`src/verilog/gpio_defines.svh`:
```
`ifndef GPIO_DEFINES_SVH
`define GPIO_DEFINES_SVH

// Register indices (byte address = index)
`define GPIO_ADDR_DATA   8'hE0
`define GPIO_ADDR_CFG_A  8'hF0
`define GPIO_ADDR_CFG_B  8'hF1
`define GPIO_ADDR_CFG_C  8'hF2
`define GPIO_ADDR_INLAT  8'hE8

// Reset values
`define GPIO_RST_DATA    8'hFF
`define GPIO_RST_CFG     8'h00

`endif

```
`src/verilog/gpio_pkg.sv`:
```
package gpio_pkg;
  // Pin role decoded from config bits {c,b,a}
  typedef enum logic [2:0] {
    GPIO_BID_WPU,
    GPIO_BID_OD,
    GPIO_OUT_PP,
    GPIO_OUT_OD,
    GPIO_IN_CMOS,
    GPIO_IN_TTL,
    GPIO_AF_PP,
    GPIO_AF_OD
  } gpio_mode_type;
endpackage : gpio_pkg

```
`src/verilog/gpio_pin_bit.sv`:
```
`timescale 1ns/1ps
`default_nettype none
`include "gpio_defines.svh"

// One pin: decodes its role and drives the pad from the slave latch or, in alternate modes, from the alternate output
module gpio_pin_bit (
  input  wire logic clk_i,
  input  wire logic sys_rst_i,
  input  wire logic ce_i,
  input  wire logic cfg_a_i,
  input  wire logic cfg_b_i,
  input  wire logic cfg_c_i,
  input  wire logic analog_hw_i,
  input  wire logic pullup_hw_i,
  input  wire logic slave_i,
  input  wire logic af_out_i,
  output logic      pad_o,
  output logic      pad_oe_n_o,
  output logic      pullup_o,
  output logic      analog_sel_o
);

  gpio_pkg::gpio_mode_type mode;
  logic                    next_pad;
  logic                    next_oe_n;

  assign mode = gpio_pkg::gpio_mode_type'({cfg_c_i, cfg_b_i, cfg_a_i} == 3'h0 ? 3'h0 :
               {cfg_c_i, cfg_b_i, cfg_a_i} == 3'h4 ? 3'h1 :
               {cfg_c_i, cfg_b_i, cfg_a_i} == 3'h2 ? 3'h2 :
               {cfg_c_i, cfg_b_i, cfg_a_i} == 3'h6 ? 3'h3 :
               {cfg_c_i, cfg_b_i, cfg_a_i} == 3'h1 ? 3'h4 :
               {cfg_c_i, cfg_b_i, cfg_a_i} == 3'h5 ? 3'h5 :
               {cfg_c_i, cfg_b_i, cfg_a_i} == 3'h3 ? 3'h6 : 3'h7);

  // Driver decode; low enable means the pad is driven
  always_comb
  begin
    next_pad  = 1'b1;
    next_oe_n = 1'b1;
    case (mode)
      gpio_pkg::GPIO_BID_WPU,
      gpio_pkg::GPIO_BID_OD:
      begin
        next_pad  = 1'b0;
        next_oe_n = slave_i;
      end
      gpio_pkg::GPIO_OUT_PP:
      begin
        next_pad  = slave_i;
        next_oe_n = 1'b0;
      end
      gpio_pkg::GPIO_OUT_OD:
      begin
        next_pad  = 1'b0;
        next_oe_n = slave_i;
      end
      gpio_pkg::GPIO_AF_PP:
      begin
        next_pad  = af_out_i;
        next_oe_n = 1'b0;
      end
      gpio_pkg::GPIO_AF_OD:
      begin
        next_pad  = 1'b0;
        next_oe_n = analog_hw_i | af_out_i;
      end
      default:
      begin
        next_pad  = 1'b1;
        next_oe_n = 1'b1;
      end
    endcase
  end

  // Pad flops; ce low freezes pins (halt holds only the slave latch feeding them)
  always_ff @(posedge clk_i)
  begin
    if (sys_rst_i)
    begin
      pad_o        <= 1'b0;
      pad_oe_n_o   <= 1'b1;
      pullup_o     <= 1'b0;
      analog_sel_o <= 1'b0;
    end
    else if (ce_i)
    begin
      pad_o        <= next_pad;
      pad_oe_n_o   <= next_oe_n;
      pullup_o     <= (mode == gpio_pkg::GPIO_BID_WPU) & pullup_hw_i;
      analog_sel_o <= (mode == gpio_pkg::GPIO_AF_OD) & analog_hw_i;
    end
  end

endmodule : gpio_pin_bit
`default_nettype wire

```
`src/verilog/gpio_port.sv`:
```
//////////////////////////////////////////////////////////////////////////////
//////////////////////////////////////////////////////////////////////////////
//
// Decided for this implementation: the register offsets and the address-and-strobe port.
`timescale 1ns/1ps
`default_nettype none
`include "gpio_defines.svh"

module gpio_port #(
  parameter int WIDTH  = 8,
  parameter int NUM_AF = 2
) (
  input  wire logic                    clk_i,
  input  wire logic                    sys_rst_i,
  input  wire logic                    ce_i,
  input  wire logic                    instr_start_i,
  input  wire logic                    instr_end_i,
  input  wire logic                    halt_i,
  input  wire logic [7:0]              addr_i,
  input  wire logic [7:0]              wdata_i,
  input  wire logic                    wr_i,
  input  wire logic                    rd_i,
  output logic      [7:0]              rdata_o,
  input  wire logic [WIDTH-1:0]        pad_i,
  output logic      [WIDTH-1:0]        pad_o,
  output logic      [WIDTH-1:0]        pad_oe_n_o,
  output logic      [WIDTH-1:0]        pullup_o,
  output logic      [WIDTH-1:0]        analog_sel_o,
  input  wire logic [WIDTH-1:0]        analog_hw_i,
  input  wire logic [WIDTH-1:0]        pullup_hw_i,
  input  wire logic [NUM_AF*WIDTH-1:0] af_out_i,
  input  wire logic [NUM_AF*WIDTH-1:0] af_conn_i,
  output logic      [WIDTH-1:0]        af_in_o,
  input  wire logic                    clk_out_src_i,
  output logic                         clk_out_o
);

  logic [WIDTH-1:0] master;
  logic [WIDTH-1:0] slave;
  logic [WIDTH-1:0] in_latch;
  logic [WIDTH-1:0] cfg_a;
  logic [WIDTH-1:0] cfg_b;
  logic [WIDTH-1:0] cfg_c;
  logic [WIDTH-1:0] sync1;
  logic [WIDTH-1:0] sync2;
  logic [WIDTH-1:0] sync3;
  logic [WIDTH-1:0] pin_lvl;
  logic [WIDTH-1:0] af_and;
  logic [WIDTH-1:0] af_any;
  logic [WIDTH-1:0] out_mode;
  logic [WIDTH-1:0] samp_mode;
  logic [WIDTH-1:0] af_mode;

  // Role decode shared by several processes
  function automatic logic is_mode(input logic a, input logic b, input logic c,
                                   input logic [2:0] code);
    is_mode = ({c, b, a} == code);
  endfunction : is_mode

  //////////////////////////////////////////////////////////////////////////////
  // Pin synchroniser: a change counts once stages two and three agree
  always_ff @(posedge clk_i)
  begin
    if (sys_rst_i)
    begin
      sync1   <= '0;
      sync2   <= '0;
      sync3   <= '0;
      pin_lvl <= '0;
    end
    else if (ce_i)
    begin
      sync1 <= pad_i;
      sync2 <= sync1;
      sync3 <= sync2;
      pin_lvl <= (sync2 & sync3) | (pin_lvl & (sync2 | sync3));
    end
  end

  //////////////////////////////////////////////////////////////////////////////
  // Per-bit role flags
  always_comb
  begin
    for (int i = 0; i < WIDTH; i++)
    begin
      out_mode[i]  = is_mode(cfg_a[i], cfg_b[i], cfg_c[i], 3'h2) |
                     is_mode(cfg_a[i], cfg_b[i], cfg_c[i], 3'h6);
      af_mode[i]   = is_mode(cfg_a[i], cfg_b[i], cfg_c[i], 3'h3) |
                     is_mode(cfg_a[i], cfg_b[i], cfg_c[i], 3'h7);
      samp_mode[i] = ~out_mode[i];
    end
  end

  // Alternate outputs are ANDed; unconnected sources count as one
  always_comb
  begin
    for (int i = 0; i < WIDTH; i++)
    begin
      af_and[i] = 1'b1;
      af_any[i] = 1'b0;
      for (int k = 0; k < NUM_AF; k++)
      begin
        af_and[i] = af_and[i] & (af_out_i[k*WIDTH+i] | ~af_conn_i[k*WIDTH+i]);
        af_any[i] = af_any[i] | af_conn_i[k*WIDTH+i];
      end
    end
  end

  //////////////////////////////////////////////////////////////////////////////
  // Configuration registers; all bits clear selects bidir weak pull-up
  always_ff @(posedge clk_i)
  begin
    if (sys_rst_i)
    begin
      cfg_a <= `GPIO_RST_CFG;
      cfg_b <= `GPIO_RST_CFG;
      cfg_c <= `GPIO_RST_CFG;
    end
    else if (ce_i && wr_i)
    begin
      if (addr_i == `GPIO_ADDR_CFG_A)
        cfg_a <= wdata_i[WIDTH-1:0];
      if (addr_i == `GPIO_ADDR_CFG_B)
        cfg_b <= wdata_i[WIDTH-1:0];
      if (addr_i == `GPIO_ADDR_CFG_C)
        cfg_c <= wdata_i[WIDTH-1:0];
    end
  end

  // Master latch loaded from the data bus in every mode
  always_ff @(posedge clk_i)
  begin
    if (sys_rst_i)
      master <= `GPIO_RST_DATA;
    else if (ce_i && wr_i && addr_i == `GPIO_ADDR_DATA)
      master <= wdata_i[WIDTH-1:0];
  end

  // Slave latch: master at end of instruction, else holds its value.
  // Halt holds it so the pins stay put.
  always_ff @(posedge clk_i)
  begin
    if (sys_rst_i)
      slave <= `GPIO_RST_DATA;
    else if (ce_i && !halt_i && instr_end_i)
      slave <= master;
  end

  // Input latch: pin at start in input/bidir/alt, master at end in output
  always_ff @(posedge clk_i)
  begin
    if (sys_rst_i)
      in_latch <= `GPIO_RST_DATA;
    else if (ce_i && !halt_i)
    begin
      for (int i = 0; i < WIDTH; i++)
      begin
        if (samp_mode[i] && instr_start_i)
          in_latch[i] <= pin_lvl[i];
        else if (out_mode[i] && instr_end_i)
          in_latch[i] <= master[i];
      end
    end
  end

  //////////////////////////////////////////////////////////////////////////////
  // Register reads, answer one cycle later; unmapped reads give zero
  always_ff @(posedge clk_i)
  begin
    if (sys_rst_i)
      rdata_o <= 8'h00;
    else if (ce_i)
    begin
      rdata_o <= 8'h00;
      if (rd_i)
      begin
        case (addr_i)
          `GPIO_ADDR_DATA:  rdata_o <= 8'(in_latch);
          `GPIO_ADDR_CFG_A: rdata_o <= 8'(cfg_a);
          `GPIO_ADDR_CFG_B: rdata_o <= 8'(cfg_b);
          `GPIO_ADDR_CFG_C: rdata_o <= 8'(cfg_c);
          `GPIO_ADDR_INLAT: rdata_o <= 8'(master);
          default:          rdata_o <= 8'h00;
        endcase
      end
    end
  end

  // Alternate inputs see the pin buffer itself, including own driven level.
  // The synchronised level is used so peripherals never see metastability.
  always_ff @(posedge clk_i)
  begin
    if (sys_rst_i)
      af_in_o <= '1;
    else if (ce_i)
      af_in_o <= pin_lvl;
  end

  // Clock output runs in wait, stops during halt
  always_ff @(posedge clk_i)
  begin
    if (sys_rst_i)
      clk_out_o <= 1'b0;
    else if (ce_i && !halt_i)
      clk_out_o <= clk_out_src_i;
  end

  //////////////////////////////////////////////////////////////////////////////
  // Pin drivers, one per bit; same logic serves memory ports used as I/O
  for (genvar g = 0; g < WIDTH; g++)
  begin : g_pin
    gpio_pin_bit u_pin (
      .clk_i        (clk_i),
      .sys_rst_i    (sys_rst_i),
      .ce_i         (ce_i),
      .cfg_a_i      (cfg_a[g]),
      .cfg_b_i      (cfg_b[g]),
      .cfg_c_i      (cfg_c[g]),
      .analog_hw_i  (analog_hw_i[g]),
      .pullup_hw_i  (pullup_hw_i[g]),
      .slave_i      (slave[g]),
      .af_out_i     (af_and[g] & (af_any[g] | 1'b1)),
      .pad_o        (pad_o[g]),
      .pad_oe_n_o   (pad_oe_n_o[g]),
      .pullup_o     (pullup_o[g]),
      .analog_sel_o (analog_sel_o[g])
    );
  end

  //////////////////////////////////////////////////////////////////////////////
  // Checks
  master_write_a: assert property (@(posedge clk_i) disable iff (sys_rst_i)
    (ce_i && wr_i && addr_i == `GPIO_ADDR_DATA) |=> master == $past(wdata_i[WIDTH-1:0]))
    else $error("master latch not loaded");

  read_timing_a: assert property (@(posedge clk_i) disable iff (sys_rst_i)
    (ce_i && rd_i && addr_i == `GPIO_ADDR_DATA) |=> rdata_o == 8'($past(in_latch)))
    else $error("port read wrong");

  slave_copy_a: assert property (@(posedge clk_i) disable iff (sys_rst_i)
    (ce_i && !halt_i && instr_end_i) |=> slave == $past(master))
    else $error("slave latch not updated");

  halt_hold_a: assert property (@(posedge clk_i) disable iff (sys_rst_i)
    (ce_i && halt_i) |=> (slave == $past(slave) && clk_out_o == $past(clk_out_o)))
    else $error("halt changed state");

  out_drive_a: assert property (@(posedge clk_i) disable iff (sys_rst_i)
    (ce_i && is_mode(cfg_a[0], cfg_b[0], cfg_c[0], 3'h2)) |=> !pad_oe_n_o[0])
    else $error("push-pull output not driven");

  in_tristate_a: assert property (@(posedge clk_i) disable iff (sys_rst_i)
    (ce_i && is_mode(cfg_a[0], cfg_b[0], cfg_c[0], 3'h1)) |=> pad_oe_n_o[0])
    else $error("input not tristated");

  reset_data_a: assert property (@(posedge clk_i)
    sys_rst_i |=> (master == `GPIO_RST_DATA && cfg_a == '0 && cfg_b == '0 && cfg_c == '0))
    else $error("reset state wrong");

  wait_clock_a: assert property (@(posedge clk_i) disable iff (sys_rst_i)
    (ce_i && !halt_i) |=> clk_out_o == $past(clk_out_src_i))
    else $error("clock output stalled");

  //////////////////////////////////////////////////////////////////////////////
  // Latch and pin checks; bit 0 stands for every bit since the logic is per bit
  // Alternate inputs must track the settled pin, never a latch
  af_in_follow_a: assert property (@(posedge clk_i) disable iff (sys_rst_i)
    ce_i |=> af_in_o == $past(pin_lvl))
    else $error("alternate input not following pin");

  in_sample_a: assert property (@(posedge clk_i) disable iff (sys_rst_i)
    (ce_i && !halt_i && instr_start_i && samp_mode[0]) |=> in_latch[0] == $past(pin_lvl[0]))
    else $error("input latch missed pin sample");

  out_copy_a: assert property (@(posedge clk_i) disable iff (sys_rst_i)
    (ce_i && !halt_i && instr_end_i && out_mode[0]) |=> in_latch[0] == $past(master[0]))
    else $error("input latch missed master copy");

  analog_release_a: assert property (@(posedge clk_i) disable iff (sys_rst_i)
    (ce_i && af_mode[0] && cfg_c[0] && analog_hw_i[0]) |=> pad_oe_n_o[0])
    else $error("converter pin driven");

  af_drive_a: assert property (@(posedge clk_i) disable iff (sys_rst_i)
    (ce_i && af_mode[0] && !cfg_c[0]) |=> (!pad_oe_n_o[0] && pad_o[0] == $past(af_and[0])))
    else $error("alternate push-pull level wrong");

  bid_pullup_a: assert property (@(posedge clk_i) disable iff (sys_rst_i)
    (ce_i && is_mode(cfg_a[0], cfg_b[0], cfg_c[0], 3'h0)) |=> pullup_o[0] == $past(pullup_hw_i[0]))
    else $error("weak pull-up wrong");

  // Read data stand one cycle only, so an idle cycle must show zero
  read_idle_a: assert property (@(posedge clk_i) disable iff (sys_rst_i)
    (ce_i && !rd_i) |=> rdata_o == 8'h00)
    else $error("read data lingered");

  halt_latch_a: assert property (@(posedge clk_i) disable iff (sys_rst_i)
    (ce_i && halt_i) |=> in_latch == $past(in_latch))
    else $error("halt changed input latch");

endmodule : gpio_port
`default_nettype wire

```
`config.mk`:
```
export PLATFORM = sky130hd
export DESIGN_NAME = gpio_port
export DESIGN_NICKNAME = d
export VERILOG_FILES = /design/src/verilog/gpio_pkg.sv /design/src/verilog/gpio_pin_bit.sv /design/src/verilog/gpio_port.sv
export VERILOG_INCLUDE_DIRS = /design/src /design/src/verilog
export SDC_FILE = /design/constraint.sdc
export NUM_CORES = 1
export LEC_CHECK = 0
export BUFFER_PORTS_ARGS = -buffer_cell sky130_fd_sc_hd__buf_2
export CAP_MARGIN = 20
export CORE_MARGIN = 10
export CORE_UTILIZATION = 45
export CTS_CLUSTER_SIZE = 28
export DETAILED_ROUTE_END_ITERATION = 10
export PLACE_DENSITY = 0.71
export SLEW_MARGIN = 20
export SYNTH_ARGS = -nofsm -noshare
export SYNTH_HDL_FRONTEND = slang
export SYNTH_SLANG_ARGS = --single-unit
```
`constraint.sdc`:
```
create_clock -name clk_i -period 2.15 [get_ports clk_i]
set_clock_uncertainty 0.15 [all_clocks]
set_input_delay 0.43 -clock clk_i [delete_from_list [all_inputs] [get_ports clk_i]]
set_output_delay 0.43 -clock clk_i [all_outputs]
set_load 0.05 [all_outputs]
```
Yosys cells after proc, flatten, opt, wreduce, memory -nomap -nowiden. Index checks and enable logic that the tools add are counted.

Eq/ne operators: 93. Muxes and demuxes: 90. Bitwise operators: 84. Reductions and logical operators: 80.

Operators with widths (count): 3-bit 2-to-1 mux (48); 3-bit equality test, second input constant (40); 3-bit by 2-bit equality test with 1-bit output, second input constant (32); 3-bit by 1-bit equality test with 1-bit output, second input constant (16); 3-bit zero test (16); 1-bit one-hot mux with 3 select lines (16); 8-bit equality test, second input constant (5); 8-bit one-hot mux with 5 select lines (1); 1-bit OR (32); 4-bit OR reduction (8); 1-bit AND (24); 1-bit 2-to-1 mux (24); 1-bit NOT (24); 3-bit OR reduction (8); 2-bit AND reduction (11); 1-bit logical AND (20); 8-bit AND (2); 8-bit OR (2); 2-bit nonzero test (8); 2-bit OR reduction (8); 8-bit 2-to-1 mux (1); 1-bit zero test (1).

Flip-flop bits (word level): 129. Input bits: 81.

Logic depth before layout (Yosys ltp). Gate-level depths: netlist (run 1).

Word-level depth: 11. Depth in mapped cells: 7. Depth with buffers taken out: 4.

Cells and area by module. A second synthesis (run 1) with hierarchy kept.

Cells, all modules: 661. Area, all modules: 5798.1 um^2.

Modules (own cells, without submodules): gpio_port (instances 1, cells an instance 477, area an instance 4306.6 um^2, sequential area each 1941.9 um^2); gpio_pin_bit (instances 8, cells an instance 23, area an instance 186.4 um^2, sequential area each 80.1 um^2).

Least setup slack after synthesis (run 1). OpenSTA, ideal clock, no wires.

Path type: input to register. Start point: in addr_i[3]. End point: reg cfg_b[0]. Setup time: 0.128 ns. Arrival time: 1.645 ns. Slack: 0.227 ns. Stages: 5. Cell sequence: buf_4 nand2b_1 nor4_4 mux2i_1 nor2_1.

Cells in the longest elaborated chain, start to end: 2.

Ends and longest elaborated chain: from (decl) (RTL line gpio_port.sv:19) `input wire logic [7:0] addr_i,`; 8-bit equality test; 2-bit AND reduction (no source line); to (signal assigned) (RTL line gpio_port.sv:116) `` cfg_b <= `GPIO_RST_CFG; ``; to (signal assigned) (RTL line gpio_port.sv:124) `cfg_b <= wdata_i[WIDTH-1:0];`; to (decl) (RTL line gpio_port.sv:42) `logic [WIDTH-1:0] cfg_b;`.

Every way passes these cells. A chain may end at the register's enable or synchronous reset.

Final worst setup path (run 1).
Start point: in halt_i. End point: reg in_latch[2].

Cells in the longest elaborated chain, start to end: 3.

Ends and longest elaborated chain: from (decl) (RTL line gpio_port.sv:18) `input wire logic halt_i,`; 1-bit zero test (RTL line gpio_port.sv:154) `else if (ce_i && !halt_i)`; 1-bit logical AND (RTL line gpio_port.sv:154); 2-bit AND reduction (no source line); to (signal assigned) (RTL line gpio_port.sv:153) `` in_latch <= `GPIO_RST_DATA; ``; to (signal, indexed assignment) (RTL line gpio_port.sv:159) `in_latch[i] <= pin_lvl[i];`; to (signal, indexed assignment) (RTL line gpio_port.sv:161) `in_latch[i] <= master[i];`; to (decl) (RTL line gpio_port.sv:40) `logic [WIDTH-1:0] in_latch;`.

Every way passes these cells.

==> reports/qor.txt, run 1 <==
Share of flip-flops with an asynchronous set or reset: 0%
Clock share of power: 45.9%
Fin nets: 844
Comb power frac: 10.1%
Seq/Total Area, Yosys: 42.6%
WP data required: 2.29 ns
Fmax: 591 MHz
Hpwl dp: 11,600 um
Synth Register Bits: 129
Pwr Total: 5.70 mW
Die Height: 136 um
Chip width: 136 um
Crit path buffers/inverters: 1
CP delay by family, top: simple AND/OR/NAND/NOR gates
Via count: 5,094
FF/Latch Area: 2580 sq um
Area of the core: 13,200 sq um
CTS Root Cell: clkbuf_16
GR Overflow Total: 0
Worst-path clk slew: 0.05 ns
H-tree depth: 4
Setup TNS: 0 ns
CP arrival: 1.83 ns
Sequential share of power: 43.9%
Commonest cells after routing, fill and taps aside: 129 x dfxtp_1, 127 x buf_2, 89 x nor2_1
Net Sw Frac: 24.2%
Pwr dens: 793 nW/um^2
Placed insts: 920
Mapped Area: 6060 sq um
Top Layer Used: met4
CTS tree: done
Share of post-route cells with drive strength above 1: 24.5%
CTS max path bufs: 2
EDFF count, synth: 0
Met3 wire len: 1170 um
Vias in the first global route: 5,044
Placer Congestion: 0.809
Clock sink count: 129
Finished Layout Cells: 950
Hold slack: 0.0971 ns
Remaining routing DRC violations: 0
Num ports: 130
Fillers: 1,231
Top cells by area, synth: dfxtp_1 43%, mux2i_1 15%, nor2_1 5.5%
Slew Viols, Final: 0
Row cnt: 42
Int Pwr: 4.32 mW
Final setup fails: 0
Distinct cells, synth: 38
Leading area contributor after synthesis: dfxtp_1
Measured slew at the worst slew-check pin: 0.968 ns
Initial Utilization: 45.8%
Met2 WL: 7090 um
Remaining antenna violation count: 0
Routed len/inst: 16.9 um
Share of the synthesized area in the top cell type: 42.6%
DRT iter0 DRCs: 349
Yosys warns: 0
CTS Hold Buffers Added: 0
Post-layout util: 54.3%
Psw: 1.38 mW
Largest net degree at the start of global routing: 70
Part of the cycle the worst path needs: 78.8%
CP Launch Type: primary input
Synthesized area per cell: 8.96 sq um
Gr usage total: 17.4%
Critical path class: primary input to flop
CP Capture Type: flop
RSZ-0062 raised after global routing: no
Max-Cap Viols: 0
Final Hold Viols: 0
Mapped Cells: 677
Postcts setup bufs: 0
Leak Pwr: 3.11 nW
Final worst slack: 0.457 ns
Area of the multi-input gates: 2980 sq um
Ant. Diodes: 0
Via-to-Cell Ratio: 5.36
Die footprint: 18,500 sq um
Prevailing post-synth register cell: dfxtp_1
TritonRoute pass-1 iters: 5
Most common cell after layout, fill and taps aside: dfxtp_1
Relative slew slack: 35.4%
Fin crit period: 1.69 ns
DP Area: 6650 sq um
Resize count post-CTS: 0
Skew-Pair Late Insertion Delay: 0.42 ns
Final Instance Area: 7190 sq um
Outcome: finished clean
Hold Crit Class: primary input to flop
Slowest stage cell on the critical path: and3b_1
Syn nets: 758
WL met1: 7570 um
Port bufs: 129
First-pass GRT wire length: 25,600 um
Crit-path cells: buf_2 > and3b_1 > mux2i_1 > nand2_1 > o211ai_1
Worst-path fanout max: 24
Initial antenna violation count: 0
Placement Setup Slack: 0.0310 ns
Area growth syn-to-layout: 18.5%
Peak supply drop: 0.522 mV
Final WL: 16,100 um
Total CTS buffers: 17
CP max stage delay: 0.85 ns
cells in the mapped netlist, drive strengths merged, types with 16 or more instances:
cell type,number
o21ai,25
a21oi,25
nand2b,25
o211ai,16
inv,18
nand2,59
a22oi,16
dfxtp,129
mux2i,88
buf,45
clkbuf,33
nor2,89
nor2b,16
path summary, 6_finish.rpt:
path / start / endpoint / slack (ns) / depth (start not counted)
max reg2reg: cfg_a[5]$_SDFFE_PP0P_ / g_pin[5].u_pin.pad_o$_SDFFE_PP0P_ / 0.75 / 4
min: pullup_hw_i[1] / g_pin[1].u_pin.pullup_o$_SDFFE_PP0P_ / 0.1 / 3
min reg2reg: sync3[1]$_SDFFE_PP0P_ / pin_lvl[1]$_SDFFE_PP0P_ / 0.31 / 2
max: halt_i / in_latch[2]$_SDFFE_PP1P_ / 0.46 / 5
routing by layer:
metal / vias up / GRT usage [%]
met1: 2374 / 22.3
met5: - / 0
met3: 19 / 4.87
met2: 174 / 27.0
met4: 0 / 6.63
li1: 2527 / -
worst register-to-register path, delay by kind of cell (launching register included):
family | cells | cell delay [ns]
DFF | 1 | 0.48
AOI/OAI and AO/OA | 2 | 0.52
and+or+nand+nor | 1 | 0.09
buffers and inverters | 1 | 0.07
power groups by stage:
stage | clock (mW) | combinational, mW | sequential [mW]
after floorplan | 0 | 0.385 | 2.58
after global placement | 0 | 0.569 | 2.55
after detailed placement | 0 | 0.578 | 2.55
after CTS | 2.67 | 0.581 | 2.50
after global routing | 2.76 | 0.623 | 2.51
final | 2.62 | 0.577 | 2.50
final cells by class:
cell class / count / area share (%)
Multi-Input combinational cell: 452 / 41.5
Clock buffer: 23 / 6.65
Timing Repair Buffer: 145 / 11.1
Clock inverter: 7 / 0.836
Inverter: 18 / 0.940
Sequential cell: 129 / 35.9
Tap cell: 176 / 3.06
cells by family (layout without fill, tap and decap cells):
logic type | Yosys count | after routing | synth area share [%]
simple gates | 218 | 218 | 17.7
compound gates | 138 | 138 | 15.4
flops | 129 | 129 | 42.6
mux | 96 | 96 | 16.0
buf+inv | 96 | 193 | 8.33
(Power assumes the default switching activity.)
==> inputs of run 2 (changes only) <==
==> constraint.sdc (replaced) <==
create_clock -name clk_i -period 1.8 [get_ports clk_i]
set_clock_uncertainty 0.15 [all_clocks]
set_input_delay 0.36 -clock clk_i [delete_from_list [all_inputs] [get_ports clk_i]]
set_output_delay 0.36 -clock clk_i [all_outputs]
set_load 0.05 [all_outputs]
==> reports/qor.txt, run 2 (synthesis gave the netlist of run 1 again) <==
Outcome: finished clean
Part of the cycle the worst path needs: 88.9%
Remaining routing DRC violations: 0 (unchanged)
Final Hold Viols: 0 (unchanged)
Num ports: 130 (unchanged)
Die Height: 136 um (unchanged)
R2R setup slack: 0.36 ns (-0.39 ns)
Fin crit period: 1.60 ns
Share of post-route cells with drive strength above 1: 26.4% (+1.8 points)
Row cnt: 42 (unchanged)
Final setup fails: 0 (unchanged)
CTS max path bufs: 2 (unchanged)
Crit path buffers/inverters: 1 (unchanged)
Clock sink count: 129 (unchanged)
Initial Utilization: 45.8% (unchanged)
WP data required: 1.29 ns (-1.00 ns)
Fmax: 625 MHz
Final WL: 16,400 um (+1.9%)
Crit-path cells: buf_2
Relative slew slack: 62.0% (+27 points)
CP Launch Type: flop
Hpwl dp: 11,900 um (+2.5%)
Max-Cap Viols: 0 (unchanged)
Worst-path clk slew: 0.06 ns (about the same)
Area of the core: 13,200 sq um (unchanged)
Total CTS buffers: 17 (unchanged)
Slew Viols, Final: 0 (unchanged)
CTS Hold Buffers Added: 0 (unchanged)
TritonRoute pass-1 iters: 4 (-1)
CP delay by family, top: flip-flops
Final Instance Area: 7370 sq um (+2.6%)
Via count: 5,168 (+1.5%)
Setup TNS: 0 ns (unchanged)
Pwr Total: 7.10 mW (+25%)
H-tree depth: 4 (unchanged)
CP arrival: 1.09 ns (-0.74 ns)
CTS tree: done
Chip width: 136 um (unchanged)
DRT iter0 DRCs: 263 (-25%)
Placer Congestion: 0.847 (+4.8%)
Commonest cells after routing, fill and taps aside: 129 x dfxtp_1, 127 x buf_2, 89 x nor2_1
Initial antenna violation count: 1 (+1)
Fillers: 1,197 (-2.8%)
Leak Pwr: 3.18 nW (+2.3%)
GR Overflow Total: 0 (unchanged)
Worst-path fanout max: 3 (-88%)
Post-layout util: 55.7% (+1.4 points)
Postcts setup bufs: 0 (unchanged)
RSZ-0062 raised after global routing: no
Routed len/inst: 17.0 um (+0.28%)
FF/Latch Area: 2580 sq um (unchanged)
Vias in the first global route: 5,182 (+2.7%)
Skew-Pair Late Insertion Delay: 0.41 ns (about the same)
Critical path class: flop to output port
Hold Crit Class: primary input to flop
Die footprint: 18,500 sq um (unchanged)
CTS Root Cell: clkbuf_16
Port bufs: 129 (unchanged)
Resize count post-CTS: 0 (unchanged)
DP Area: 6770 sq um (+1.9%)
Area growth syn-to-layout: 21.6%
Measured slew at the worst slew-check pin: 0.570 ns (-0.398 ns)
Peak supply drop: 0.702 mV (+34%)
Most common cell after layout, fill and taps aside: dfxtp_1
CP max stage delay: 0.37 ns (-0.48 ns)
Slowest stage cell on the critical path: dfxtp_1
Remaining antenna violation count: 0 (unchanged)
Gr usage total: 17.4% (about the same)
Area of the multi-input gates: 2990 sq um (+0.34%)
Pwr dens: 963 nW/um^2 (+21%)
Fin nets: 856 (+1.4%)
CP Capture Type: output port
First-pass GRT wire length: 26,000 um (+1.5%)
Via-to-Cell Ratio: 5.36 (-0.12%)
Largest net degree at the start of global routing: 63 (-10%)
==> run 2: cell count changes in the layout (fill, tap and decap cells not counted), sizes merged <==
cell      before  now
buf          145  157
diode          0    1
clkinvlp       0    6
clkbuf        23   18
bufinv         1    2
clkinv         6    3
inv           18   21
==> run 2: through the flow <==
| stage | cells | hold slack (ns) | setup WS [ns] |
|---|---|---|---|
| after detailed placement | 932 | 0.298 | -0.0713 |
| after floorplan | 677 | 0.286 | 0.00729 |
| after global routing | 965 | 0.0303 | 0.165 |
| final | 965 | 0.0297 | 0.200 |
| after global placement | 932 | 0.291 | -0.0258 |
| after CTS | 964 | 0.0162 | 0.198 |
==> run 2: power breakdown <==
part           internal [mW]  switching, mW  leakage [nW]
combinational          0.255          0.452          1.85
clock                   2.09           1.32         0.272
sequential              2.94         0.0462          1.05
==> run 2: metal layers <==
metal,GRT usage [%],part of all wire (%),vias up
li1,-,-,2546
met1,21.1,43,2444
met2,28.0,47,157
met3,6.13,8.5,21
met4,5.68,1.3,0
met5,0,0,-
==> run 2: cell type report <==
| class | instances | area share, % |
|---|---|---|
| Tap cell | 176 | 2.99 |
| Sequential cell | 129 | 35.0 |
| Clock buffer | 18 | 5.96 |
| Clock inverter | 14 | 2.14 |
| Timing Repair Buffer | 157 | 12.4 |
| Antenna cell | 1 | 0.0339 |
| Inverter | 18 | 0.916 |
| Multi-Input combinational cell | 452 | 40.6 |
==> run 2: worst paths after layout <==
check	from	depth (start not counted)	end
max	g_pin[3].u_pin.pad_oe_n_o$_SDFFE_PP1P_	1	pad_oe_n_o[3]
max reg2reg	cfg_a[3]$_SDFFE_PP0P_	4	g_pin[3].u_pin.pad_o$_SDFFE_PP0P_
min reg2reg	sync3[5]$_SDFFE_PP0P_	2	pin_lvl[5]$_SDFFE_PP0P_
min	pullup_hw_i[2]	3	g_pin[2].u_pin.pullup_o$_SDFFE_PP0P_
==> inputs of run 3 (changes only) <==
--- a/config.mk
+++ b/config.mk
@@ -12,7 +12,9 @@
 export CORE_UTILIZATION = 45
 export CTS_CLUSTER_SIZE = 28
 export DETAILED_ROUTE_END_ITERATION = 10
+export GPL_TIMING_DRIVEN = 0
 export PLACE_DENSITY = 0.71
+export REMOVE_ABC_BUFFERS = 1
 export SLEW_MARGIN = 20
 export SYNTH_ARGS = -nofsm -noshare
 export SYNTH_HDL_FRONTEND = slang
==> reports/qor.txt, run 3 (synthesis gave the netlist of run 1 again) <==
Outcome: finished clean
Relative slew slack: 49.5% (-12 points)
Routed len/inst: 17.0 um (about the same)
Pwr dens: 963 nW/um^2 (about the same)
Hold depth: 3 (unchanged)
Skew-Pair Late Insertion Delay: 0.41 ns (about the same)
Worst r2r src: cfg_a[4]$_SDFFE_PP0P_
Hold slack: 0.0285 ns (-0.00127 ns)
Worst-path clk slew: 0.05 ns (about the same)
Total CTS buffers: 17 (unchanged)
Via count: 5,069 (-1.9%)
Measured slew at the worst slew-check pin: 0.756 ns (+0.186 ns)
Part of the cycle the worst path needs: 94.5% (+5.6 points)
Final setup fails: 0 (unchanged)
CTS max path bufs: 2 (unchanged)
Fin nets: 840 (-1.9%)
Area of the core: 13,200 sq um (unchanged)
Net Sw Frac: 23.6% (-2.0 points)
Remaining antenna violation count: 0 (unchanged)
Num ports: 130 (unchanged)
CTS Hold Buffers Added: 0 (unchanged)
Most used cell, CP: buf_2
Gr usage total: 17.4% (+0.036 points)
CTS tree: done
Area growth syn-to-layout: 19.8%
Hold Crit Class: primary input to flop
Area of the multi-input gates: 3020 sq um (+0.92%)
FF/Latch Area: 2580 sq um (unchanged)
CP max stage delay: 0.36 ns (about the same)
Fillers: 1,233 (+3.0%)
Clock share of power: 47.5% (-0.5 points)
Int Pwr: 5.35 mW (+1.3%)
Sequential share of power: 42.7% (+0.6 points)
RSZ-0062 raised after global routing: no
GR Overflow Total: 0 (unchanged)
Clock sink count: 129 (unchanged)
Hpwl dp: 10,900 um (-9.1%)
Row cnt: 42 (unchanged)
Slowest stage cell on the critical path: nand2b_1
Worst-path fanout max: 10 (+7)
CP Capture Type: flop
Slew Viols, Final: 0 (unchanged)
Fmax: 588 MHz (-5.9%)
Share of post-route cells with drive strength above 1: 24.5% (-1.9 points)
H-tree depth: 4 (unchanged)
Min-delay src: pad_i[4]
Final Hold Viols: 0 (unchanged)
Placed insts: 908 (-2.6%)
TritonRoute pass-1 iters: 4 (unchanged)
Commonest cells after routing, fill and taps aside: 129 x dfxtp_1, 129 x buf_2, 89 x nor2_1
Final WL: 16,100 um (-1.8%)
Peak supply drop: 0.508 mV (-28%)
CP Launch Type: primary input
Port bufs: 129 (unchanged)
Max-Cap Viols: 0 (unchanged)
First-pass GRT wire length: 25,400 um (-2.0%)
Vias in the first global route: 5,002 (-3.5%)
WP data required: 1.94 ns (+0.65 ns)
R2R setup slack: 0.28 ns (-0.08 ns)
Die Height: 136 um (unchanged)
Chip width: 136 um (unchanged)
Largest net degree at the start of global routing: 53 (-16%)
Critical path class: primary input to flop
Die footprint: 18,500 sq um (unchanged)
Psw: 1.65 mW (-9.1%)
Finished Layout Cells: 947 (-1.9%)
WHS Endpoint: sync1[4]$_SDFFE_PP0P_
CP arrival: 1.84 ns (+0.75 ns)
R2R cell count: 4 (unchanged)
Initial antenna violation count: 1 (unchanged)
Fin crit period: 1.70 ns (+0.101 ns)
DRT iter0 DRCs: 244 (-7.2%)
Remaining routing DRC violations: 0 (unchanged)
CTS Root Cell: clkbuf_16
Comb power frac: 9.9% (about the same)
Placer Congestion: 0.822 (-3.0%)
Initial Utilization: 45.8% (unchanged)
Crit-path cells: buf_2 > nand2b_1 > nor4b_4 > buf_2 > mux2i_1 > nor2_1
Via-to-Cell Ratio: 5.35 (about the same)
FF-to-FF End: g_pin[4].u_pin.pad_o$_SDFFE_PP0P_
Leak Pwr: 3.13 nW (-1.5%)
-- run 3: per-layer routing --
layer / track usage (%) / wire length, um / part of all wire [%]
met2: 28.8 / 7830 / 49
met5: 0 / 0 / 0
met1: 20.2 / 6860 / 43
met3: 5.57 / 1130 / 7.1
met4: 7.46 / 257 / 1.6
-- run 3: worst max-delay path: cells and delay by family --
| kind | cells | cell delay (ns) |
|---|---|---|
| buffers and inverters | 2 | 0.49 |
| multiplexers | 1 | 0.21 |
| AND/OR/NAND/NOR | 3 | 0.78 |
-- run 3: area by class of cell --
| cell class | instances | share of cell area [%] |
|---|---|---|
| Clock inverter | 4 | 1.03 |
| Tap cell | 176 | 3.03 |
| Sequential cell | 129 | 35.5 |
| Timing Repair Buffer | 141 | 11.0 |
| Multi-Input combinational cell | 452 | 41.6 |
| Antenna cell | 1 | 0.0344 |
| Inverter | 18 | 0.930 |
| Clock buffer | 26 | 6.87 |
-- run 3: through the flow --
stage | setup WS, ns | total power, mW | util, % | cell area, sq um | TNS, ns
floorplan | -0.771 | 3.42 | - | 5630 | -6.39
global placement | -3.57 | 3.70 | 49.0 | 6490 | -194.12
detailed placement | -1.01 | 3.73 | 49.6 | 6570 | -46.01
CTS | 0.0402 | 7.05 | 54.6 | 7230 | 0
global route | 0.0233 | 7.27 | 54.9 | 7270 | 0
finish | 0.0984 | 7.00 | 54.9 | 7270 | 0
-- run 3: power groups by stage --
stage          Clock [mW]  Sequential (mW)  Combinational (mW)
4_1_cts              3.38             2.99               0.687
3_3_place_gp            0             3.04               0.658
5_1_grt              3.52             2.99               0.749
6_report             3.32             2.99               0.691
3_5_place_dp            0             3.05               0.680
2_1_floorplan           0             3.20               0.222
-- run 3: worst max-delay path by stage --
| stage | start | end | slack, ns | depth (start not counted) |
|---|---|---|---|---|
| after global routing | ce_i | in_latch[4]$_SDFFE_PP1P_ | 0.02 | 6 |
| after floorplan | addr_i[2] | cfg_c[0]$_SDFFE_PP0P_ | -0.77 | 4 |
| after CTS | addr_i[0] | cfg_c[7]$_SDFFE_PP0P_ | 0.04 | 6 |
| final | addr_i[3] | cfg_c[7]$_SDFFE_PP0P_ | 0.1 | 6 |
| after global placement | ce_i | cfg_c[0]$_SDFFE_PP0P_ | -3.57 | 5 |
| after detailed placement | ce_i | in_latch[3]$_SDFFE_PP1P_ | -1.01 | 6 |
-- run 3: timing repair --
item / in CTS / in global routing
resized for setup: 6 / 5
buffers inserted: 5 / 3
endpoints found under the hold margin: 0 / 0
gates cloned: 0 / 0
pin swaps: 3 / 0
setup endpoints to repair: 55 / 21
